`config.mk`:
```
export PLATFORM = sky130hd
export DESIGN_NAME = fpp_programmer
export DESIGN_NICKNAME = d
export VERILOG_FILES = /design/src/fpp_pkg.sv /design/src/fpp_sync.sv /design/src/fpp_programmer.sv
export VERILOG_INCLUDE_DIRS = /design/src
export SDC_FILE = /design/constraint.sdc
export NUM_CORES = 1
export LEC_CHECK = 0
export BUFFER_PORTS_ARGS = -buffer_cell sky130_fd_sc_hd__buf_2
export CAP_MARGIN = 20
export CORE_AREA = 2 2 60 118
export DETAILED_ROUTE_END_ITERATION = 8
export DIE_AREA = 0 0 62 120
export HOLD_SLACK_MARGIN = 0.1
export PLACE_DENSITY_LB_ADDON = 0.15
export SYNTH_ARGS = -nofsm -noshare
export SYNTH_HDL_FRONTEND = slang
export SYNTH_SLANG_ARGS = --single-unit
```
`constraint.sdc`:
```
create_clock -name ref_clk_i -period 5.5 [get_ports ref_clk_i]
set_input_delay 0.55 -clock ref_clk_i [delete_from_list [all_inputs] [get_ports ref_clk_i]]
set_output_delay 0.55 -clock ref_clk_i [all_outputs]
set_load 0.005 [all_outputs]
```
`src/fpp_cfg.svh`:
```
// Constants for the fuse programming sequencer.
`ifndef FPP_CFG_SVH
`define FPP_CFG_SVH
`define FPP_CLK_MHZ 250
`define FPP_STEP_DELAY_US 10
`define FPP_PULSE_US 1500
`define FPP_REST_US 4000
`define FPP_SETTLE_US 10
`define FPP_STEP_CYC ((`FPP_STEP_DELAY_US) * (`FPP_CLK_MHZ))
`define FPP_PULSE_CYC ((`FPP_PULSE_US) * (`FPP_CLK_MHZ))
`define FPP_REST_CYC ((`FPP_REST_US) * (`FPP_CLK_MHZ))
`define FPP_SETTLE_CYC ((`FPP_SETTLE_US) * (`FPP_CLK_MHZ))
`define FPP_ADDR_W 9
`define FPP_DATA_W 4
`define FPP_CNT_W 21
`endif

```
`src/fpp_pkg.sv`:
```
// Types for the fuse programming sequencer.
package fpp_pkg;
  typedef enum logic [1:0] {
    FPP_SUP_OFF = 2'h0,
    FPP_SUP_LOW = 2'h1,
    FPP_SUP_HIGH = 2'h2,
    FPP_SUP_PROG = 2'h3
  } fpp_supply_t;
  typedef enum logic [3:0] {
    FPP_IDLE = 4'h0,
    FPP_SEL = 4'h1,
    FPP_FUSE_ON = 4'h3,
    FPP_PULSE = 4'h2,
    FPP_HOLD = 4'h6,
    FPP_FUSE_OFF = 4'h7,
    FPP_VER_HI = 4'h5,
    FPP_VER_LO = 4'h4,
    FPP_REST = 4'hc,
    FPP_DONE = 4'hd
  } fpp_state_t;
endpackage : fpp_pkg

```
`src/fpp_sync.sv`:
```
// Two-stage synchroniser for the sensed output comparators.
`timescale 1ns/10ps
module fpp_sync #(
  parameter int WIDTH = 4
) (
  input wire logic ref_clk_i,
  input wire logic reset_n_i,
  input wire logic clk_en_i,
  input wire logic [WIDTH-1:0] async_i,
  output logic [WIDTH-1:0] sync_o
);
  logic [WIDTH-1:0] meta_reg;
  logic [WIDTH-1:0] meta_next;
  logic [WIDTH-1:0] sync_reg;
  logic [WIDTH-1:0] sync_next;
  always_comb
  begin
    meta_next = clk_en_i ? async_i : meta_reg;
    sync_next = clk_en_i ? meta_reg : sync_reg;
  end
  always_ff @(posedge ref_clk_i or negedge reset_n_i)
  begin
    if (!reset_n_i)
    begin
      meta_reg <= '0;
      sync_reg <= '0;
    end
    else
    begin
      meta_reg <= meta_next;
      sync_reg <= sync_next;
    end
  end
  assign sync_o = sync_reg;
endmodule : fpp_sync

```
`src/fpp_programmer.sv`:
```
// Programmer that fuses the selected bits of one memory word, one at a time, and verifies each.
`timescale 1ns/10ps
`include "fpp_cfg.svh"
module fpp_programmer #(
  parameter int STEP_CYC = `FPP_STEP_CYC,
  parameter int PULSE_CYC = `FPP_PULSE_CYC,
  parameter int REST_CYC = `FPP_REST_CYC,
  parameter int SETTLE_CYC = `FPP_SETTLE_CYC
) (
  input wire logic ref_clk_i,
  input wire logic reset_n_i,
  input wire logic clk_en_i,
  input wire logic start_i,
  input wire logic [`FPP_ADDR_W-1:0] addr_i,
  input wire logic [`FPP_DATA_W-1:0] bits_i,
  input wire logic [`FPP_DATA_W-1:0] sense_above_i,
  output logic busy_o,
  output logic done_o,
  output logic fail_o,
  output logic [`FPP_DATA_W-1:0] fail_bits_o,
  output logic [`FPP_ADDR_W-1:0] mem_addr_o,
  output fpp_pkg::fpp_supply_t supply_sel_o,
  output logic [`FPP_DATA_W-1:0] fuse_en_o,
  output logic chip_en_n_o
);
  fpp_pkg::fpp_state_t state_reg;
  fpp_pkg::fpp_state_t state_next;
  logic [`FPP_CNT_W-1:0] cnt_reg;
  logic [`FPP_CNT_W-1:0] cnt_next;
  logic [`FPP_ADDR_W-1:0] addr_reg;
  logic [`FPP_ADDR_W-1:0] addr_next;
  logic [`FPP_DATA_W-1:0] todo_reg;
  logic [`FPP_DATA_W-1:0] todo_next;
  logic [`FPP_DATA_W-1:0] cur_reg;
  logic [`FPP_DATA_W-1:0] cur_next;
  logic [`FPP_DATA_W-1:0] fail_reg;
  logic [`FPP_DATA_W-1:0] fail_next;
  fpp_pkg::fpp_supply_t sup_reg;
  fpp_pkg::fpp_supply_t sup_next;
  logic [`FPP_DATA_W-1:0] fuse_reg;
  logic [`FPP_DATA_W-1:0] fuse_next;
  logic ce_n_reg;
  logic ce_n_next;
  logic done_reg;
  logic done_next;
  logic busy_reg;
  logic busy_next;
  logic fail_any_reg;
  logic fail_any_next;
  logic [`FPP_DATA_W-1:0] sense;
  logic [`FPP_DATA_W-1:0] low_bit;
  logic cnt_end;

  // Comparator outputs are asynchronous to this clock.
  fpp_sync #(
    .WIDTH(`FPP_DATA_W)
  ) u_sense_sync (
    .ref_clk_i(ref_clk_i),
    .reset_n_i(reset_n_i),
    .clk_en_i(clk_en_i),
    .async_i(sense_above_i),
    .sync_o(sense)
  );

  assign cnt_end = (cnt_reg == '0);
  // Lowest pending bit; one output is fused at a time.
  assign low_bit = todo_reg & (~todo_reg + `FPP_DATA_W'(1));

  always_comb
  begin
    state_next = state_reg;
    cnt_next = cnt_end ? cnt_reg : cnt_reg - `FPP_CNT_W'(1);
    addr_next = addr_reg;
    todo_next = todo_reg;
    cur_next = cur_reg;
    fail_next = fail_reg;
    sup_next = sup_reg;
    fuse_next = fuse_reg;
    ce_n_next = ce_n_reg;
    done_next = 1'b0;
    unique case (state_reg)
      fpp_pkg::FPP_IDLE:
      begin
        if (start_i)
        begin
          addr_next = addr_i;
          todo_next = bits_i;
          fail_next = '0;
          state_next = fpp_pkg::FPP_SEL;
          cnt_next = `FPP_CNT_W'(STEP_CYC);
        end
      end
      fpp_pkg::FPP_SEL:
      begin
        // Address is already stable before supply rises.
        sup_next = fpp_pkg::FPP_SUP_PROG;
        if (todo_reg == '0)
        begin
          sup_next = fpp_pkg::FPP_SUP_OFF;
          state_next = fpp_pkg::FPP_DONE;
          cnt_next = `FPP_CNT_W'(STEP_CYC);
        end
        else if (cnt_end && sup_reg == fpp_pkg::FPP_SUP_PROG)
        begin
          cur_next = low_bit;
          fuse_next = low_bit;
          state_next = fpp_pkg::FPP_FUSE_ON;
          cnt_next = `FPP_CNT_W'(STEP_CYC);
        end
      end
      fpp_pkg::FPP_FUSE_ON:
        if (cnt_end)
        begin
          ce_n_next = 1'b0;
          state_next = fpp_pkg::FPP_PULSE;
          cnt_next = `FPP_CNT_W'(PULSE_CYC);
        end
      fpp_pkg::FPP_PULSE:
        if (cnt_end)
        begin
          ce_n_next = 1'b1;
          state_next = fpp_pkg::FPP_HOLD;
          cnt_next = `FPP_CNT_W'(STEP_CYC);
        end
      fpp_pkg::FPP_HOLD:
        if (cnt_end)
        begin
          fuse_next = '0;
          state_next = fpp_pkg::FPP_FUSE_OFF;
          cnt_next = `FPP_CNT_W'(STEP_CYC);
        end
      fpp_pkg::FPP_FUSE_OFF:
        if (cnt_end)
        begin
          sup_next = fpp_pkg::FPP_SUP_HIGH;
          ce_n_next = 1'b0;
          state_next = fpp_pkg::FPP_VER_HI;
          cnt_next = `FPP_CNT_W'(SETTLE_CYC);
        end
      fpp_pkg::FPP_VER_HI:
        if (cnt_end)
        begin
          // A read above threshold is a fused one.
          if ((sense & cur_reg) == '0)
            fail_next = fail_reg | cur_reg;
          sup_next = fpp_pkg::FPP_SUP_LOW;
          state_next = fpp_pkg::FPP_VER_LO;
          cnt_next = `FPP_CNT_W'(SETTLE_CYC);
        end
      fpp_pkg::FPP_VER_LO:
        if (cnt_end)
        begin
          if ((sense & cur_reg) == '0)
            fail_next = fail_reg | cur_reg;
          ce_n_next = 1'b1;
          sup_next = fpp_pkg::FPP_SUP_OFF;
          todo_next = todo_reg & ~cur_reg;
          state_next = fpp_pkg::FPP_REST;
          cnt_next = `FPP_CNT_W'(REST_CYC);
        end
      fpp_pkg::FPP_REST:
        // The rest after every cycle keeps duty well under a third.
        if (cnt_end)
        begin
          state_next = fpp_pkg::FPP_SEL;
          cnt_next = `FPP_CNT_W'(STEP_CYC);
        end
      fpp_pkg::FPP_DONE:
        if (cnt_end)
        begin
          done_next = 1'b1;
          state_next = fpp_pkg::FPP_IDLE;
        end
      default:
        state_next = fpp_pkg::FPP_IDLE;
    endcase
    busy_next = (state_next != fpp_pkg::FPP_IDLE);
    fail_any_next = |fail_next;
  end

  always_ff @(posedge ref_clk_i or negedge reset_n_i)
  begin
    if (!reset_n_i)
    begin
      state_reg <= fpp_pkg::FPP_IDLE;
      cnt_reg <= '0;
      addr_reg <= '0;
      todo_reg <= '0;
      cur_reg <= '0;
      fail_reg <= '0;
      sup_reg <= fpp_pkg::FPP_SUP_OFF;
      fuse_reg <= '0;
      ce_n_reg <= 1'b1;
      done_reg <= 1'b0;
      busy_reg <= 1'b0;
      fail_any_reg <= 1'b0;
    end
    else if (clk_en_i)
    begin
      state_reg <= state_next;
      cnt_reg <= cnt_next;
      addr_reg <= addr_next;
      todo_reg <= todo_next;
      cur_reg <= cur_next;
      fail_reg <= fail_next;
      sup_reg <= sup_next;
      fuse_reg <= fuse_next;
      ce_n_reg <= ce_n_next;
      done_reg <= done_next;
      busy_reg <= busy_next;
      fail_any_reg <= fail_any_next;
    end
  end

  assign busy_o = busy_reg;
  assign done_o = done_reg;
  assign fail_o = fail_any_reg;
  assign fail_bits_o = fail_reg;
  assign mem_addr_o = addr_reg;
  assign supply_sel_o = sup_reg;
  assign fuse_en_o = fuse_reg;
  assign chip_en_n_o = ce_n_reg;
endmodule : fpp_programmer

```
## After elaboration in Yosys (flattened, before gate mapping)

Index checks and enable logic that the tools add are counted.

| storage, ports and cells | value |
|---|---|
| output and inout port bits | 23 |
| register bits after elaboration | 64 |

| cells by class | value |
|---|---|
| equality and inequality tests | 19 |
| bitwise operators | 7 |
| reductions and logical operators | 21 |
| add/sub/neg operators | 2 |
| multiplexer cells | 41 |

Operator list:

| kind | count |
|---|---|
| 21-bit two-way mux | 7 |
| 21-bit case mux with 5 select lines | 1 |
| 4-bit two-way mux | 19 |
| 4-bit case mux with 10 select lines | 1 |
| 4-bit case mux with 2 select lines | 3 |
| 21-bit logical NOT | 1 |
| 21-bit by 1-bit subtractor with 21-bit output (second input constant) | 1 |
| 4-bit by 3-bit equality test with 1-bit output (second input constant) | 4 |
| 2-bit != test (second input constant) | 7 |
| 4-bit bitwise AND | 3 |
| 4-bit logical NOT | 3 |
| 4-bit AND reduction | 3 |
| 5-bit AND reduction | 2 |
| 4-bit by 2-bit equality test with 1-bit output (second input constant) | 2 |
| 4-bit equality test (second input constant) | 2 |
| 2-bit two-way mux | 4 |
| 4-bit inverter | 2 |
| 2-bit case mux with 4 select lines | 1 |
| 4-bit nonzero test | 2 |
| 2-bit nonzero test | 3 |
| 2-bit OR reduction | 3 |
| 5-bit OR reduction | 1 |
| 4-bit by 1-bit adder with 4-bit output (second input constant) | 1 |
| 4-bit by 1-bit equality test with 1-bit output (second input constant) | 1 |
| 9 further kinds | 13 |

## Depth between registers and ports, before layout

| logic depth | value |
|---|---|
| word-level depth | 6 |
| mapped depth | 10 |

## Cells and area by module

Synthesis repeated with hierarchy kept, for this count alone.

| second synthesis, totals | value |
|---|---|
| cell total of the unflattened synthesis | 364 |
| area total of the unflattened synthesis | 3,547.2 um^2 |

By module, submodules not included:

| module | area an instance (um^2) | cells each | instances |
|---|---|---|---|
| fpp_programmer | 3,215.6 | 347 | 1 |
| fpp_sync | 331.6 | 17 | 1 |

## Least setup slack after synthesis

Ideal clock, no wire load.

| timing path | value |
|---|---|
| path kind | register -> register |
| start | reg cnt_reg[0] |
| end | reg cnt_reg[14] |
| setup time | 0.136 ns |
| period minus slack after synthesis | 2.683 ns |
| path slack | 2.817 ns |
| stages on the path, launching flop included | 9 |
| data arrival time | 2.547 ns |
| required time | 5.364 ns |
| cell sequence | dfrtp_1 -> inv_1 -> ha_1 -> or4b_2 -> nor2_1 -> nand2_1 -> maj3_1 -> a21oi_1 -> a311oi_1 |

| between the ends | value |
|---|---|
| word-level cells in the longest chain between the ends | 5 |
| elaborated cells between the ends (all ways) | 11 |

RTL lines:

| element | RTL line | source |
|---|---|---|
| start, declared | fpp_programmer.sv:28 | `` logic [`FPP_CNT_W-1:0] cnt_reg; `` |
| start signal, assigned | fpp_programmer.sv:201 | `cnt_reg <= cnt_next;` |
| 21-bit by 1-bit subtractor with 21-bit output or 21-bit logical NOT (tied branches) | fpp_programmer.sv:72, fpp_programmer.sv:65 |  |
| 21-bit two-way mux or 1-bit logical AND (tied branches) | fpp_programmer.sv:72, fpp_programmer.sv:103 |  |
| 21-bit two-way mux | fpp_programmer.sv:103 | `else if (cnt_end && sup_reg == fpp_pkg::FPP_SUP_PROG)` |
| 21-bit two-way mux | fpp_programmer.sv:97 | `if (todo_reg == '0)` |
| 21-bit case mux with 5 select lines (*) | fpp_programmer.sv:81 | `unique case (state_reg)` |

Mark *: on every way between the ends. The rest lies on a longest branch, timed or not.
A chain may end at the register's enable or synchronous reset.

## Final worst setup path

| timing path | value |
|---|---|
| start | reg cnt_reg[8] |
| end | reg cnt_reg[14] |

The elaborated chain is that of the path after synthesis.

==> out/results.ini <==
[floorplanning]
start_util_pct = 52.91
std_cell_rows = 42
die_height_microns = 120
core_sq_mm = 0.006569
fp.dieW_microns = 62
ios = 44
dieArea_sq_mm = 0.007440

[power]
p_leak_uw = 0.001727
sw_frac_of_total_pct = 33.65
peakVddDrop_v = 0.0002562
pwr-share-seq_pct = 40.6
power_switching_uw = 608.2
combinationalPowerShare_pct = 26.0
p_clk_share_pct = 33.4
power_uw = 1808
internal_power_uw = 1199
power.density_mw_per_mm2 = 445.2

[yosys]
synth_top_area_share_pct = 45.36
synth.largest_area_cell = dfrtp_1
syn_inst = 368
synth-edff-count = 0
ys_ff_latch = 64
syn-num-nets = 391
ys_seq_area_share_pct = 46.11
avgSynthCellArea_sq_um = 9.445
syn_area_sq_mm = 0.003476
ys_warn_count = 0
synth.distinct_cells = 59
synth.top_cells.by_area = dfrtp_1 45%, mux2_2 7.1%, o21ai_0 3.6%
synth.most_common_cell = dfrtp_1
synth_async_sr_flop_share_pct = 100.0
yosys-top-cells-count = 63 x dfrtp_1, 30 x nand2_1, 27 x nor2_1, 25 x o21ai_0, 23 x a21oi_1
ys.flop_type = dfrtp_1

[clock_tree]
clock-sinks = 64
path_clk_slew_ns = 0.05
cts_max_path_buffers = 2
root_buffer = clkbuf_16
post_cts_buffers = 0
cts-resized-gates = 0
ctsHoldBuffers = 0
clkLatencyLatePin_ns = 0.34
cts_tree = done
cts_buffers = 9
cts-htree-levels = 3

[place]
dp_hpwl_microns = 6983
gp_congestion = 0.8883
io_buffers = 43

[route]
drtAntennaViolNets = 0
highest_layer = met4
wl_met2_microns = 5209
vias = 3191
drt_wl_total_microns = 9619
drt_first_pass_iters = 7
drt_iter0_drc = 239
avgRoutedWirePerCell_microns = 19.32
drc = 0
via_per_inst = 6.408
wl_met1_microns = 3444
wl_met3_microns = 404

[timing]
min_period_ns = 3.403
worst_pin_slew_ns = 1.035
finalSetupViolations = 0
hold_viol = 0
setup_tns_ns = 0
clock_skew_ns = 0.007575
post-route-period-util_pct = 61.87
slew_headroom_pct = 30.34
max_freq_ghz = 0.2939
drv_slew = 0
rsz0062_at_grt = no

[layout]
largest_reg_flops = 21
num-fill-cells = 613
final_nets = 428
drive_gt1_share_pct = 21.95
diodes = 0
syn2layout_area_growth_pct = 16.81

[grt]
grt_overflow_total = 0
grt_usage_pct = 28.86
grt_max_degree = 65
grt_pass1_vias = 3124
antenna_found_initial = 0
grt_pass1_wl_microns = 15470

[worst_setup_path]
crit_required_ns = 5.70
timing.rr.start = cnt_reg[8]$_DFFE_PN0P_
end_kind = register
r2r_slack_ns = 2.10
arrival_ns = 3.60
reg2reg_depth = 6
startpoint_type = register
crit_type = reg -> reg
startpoint = cnt_reg[8]$_DFFE_PN0P_
cp_max_fo = 8
crit_end = cnt_reg[14]$_DFFE_PN0P_
r2r_end = cnt_reg[14]$_DFFE_PN0P_

[min_path]
min_path_type = in -> async

[run]
cap_violations = 0

[outcome]
outcome = completed

## power by group through the flow
stage	Combinational (uW)	Clock, uW	Sequential [uW]
finish	471	604	733
floorplan	361	0	672
global placement	460	0	731
CTS	469	612	730
global route	520	633	753
detailed placement	465	0	737
## metrics by stage
| stage | instances | area [sq um] | hold WS [ns] | setup slack [ns] | util [%] |
|---|---|---|---|---|---|
| after global placement | 482 | 3744 | 0.4632 | 2.178 | 56.99 |
| after floorplan | 368 | 3476 | 0.2544 | 2.817 | - |
| after detailed placement | 482 | 3744 | 0.4704 | 2.214 | 56.99 |
| after global routing | 498 | 4060 | 0.4435 | 1.993 | 61.81 |
| after CTS | 498 | 4060 | 0.4209 | 2.208 | 61.81 |
| final | 498 | 4060 | 0.3770 | 2.097 | 61.81 |
## placed cells by master, fill, tap and decap left out, types with 6 or more instances in the layout
cell	instances
a21oi_1	23
a31oi_1	8
buf_2	43
clkbuf_16	9
dfrtp_1	63
inv_1	10
mux2_2	22
nand2_1	30
nand3_1	12
nand4_1	8
nor2_1	27
nor2b_1	6
nor3_1	13
nor4_1	8
o21ai_0	25
o22ai_1	6
or4_1	10
## area by class of cell
cell class	count	area, sq um	share of cell area (%)
clock buffers	12	246.5	6.071
flip-flops and latches	64	1603	39.48
multi-input cells	273	1755	43.24
inverters	12	45.04	1.109
well taps	88	110.1	2.712
repair buffers	45	230.2	5.670
clock inverters	4	70.07	1.726
## kinds of logic after synthesis
kind of cell,count (synthesis),synth area share (%)
adders and majority gates,3,1.008
and+or+nand+nor,137,20.73
DFF,64,46.11
AOI/OAI and AO/OA,106,20.19
muxes,27,8.567
buffers and inverters,31,3.383
## worst min path at each step
stage	slack [ns]	cells after the start	endpoint	startpoint
floorplan	0.25	0	busy_o$_DFFE_PN0P_	reset_n_i
global placement	0.46	2	fuse_en_o[0]$_DFFE_PN0P_	fuse_en_o[0]$_DFFE_PN0P_
detailed placement	0.47	2	fuse_en_o[0]$_DFFE_PN0P_	fuse_en_o[0]$_DFFE_PN0P_
CTS	0.42	2	cnt_reg[15]$_DFFE_PN0P_	reset_n_i
global route	0.44	2	u_sense_sync.meta_reg[0]$_DFFE_PN0P_	sense_above_i[0]
finish	0.38	2	cnt_reg[15]$_DFFE_PN0P_	reset_n_i
## critical path: stages (launching register included)
cell      delay (ns)
dfrtp_1         0.44
or4_1           0.62
nor4_1          0.88
nand2_1         0.43
maj3_1          0.45
a21oi_1         0.35
a311oi_1        0.09
## metal layers
metal  vias to the layer above  global-route usage, %
met4                         0                  19.02
met5                         -                      0
met2                       132                  47.33
met1                      1546                  31.54
li1                       1471                      -
met3                        42                  5.927
Note: power is estimated with default switching activity, not from simulation.
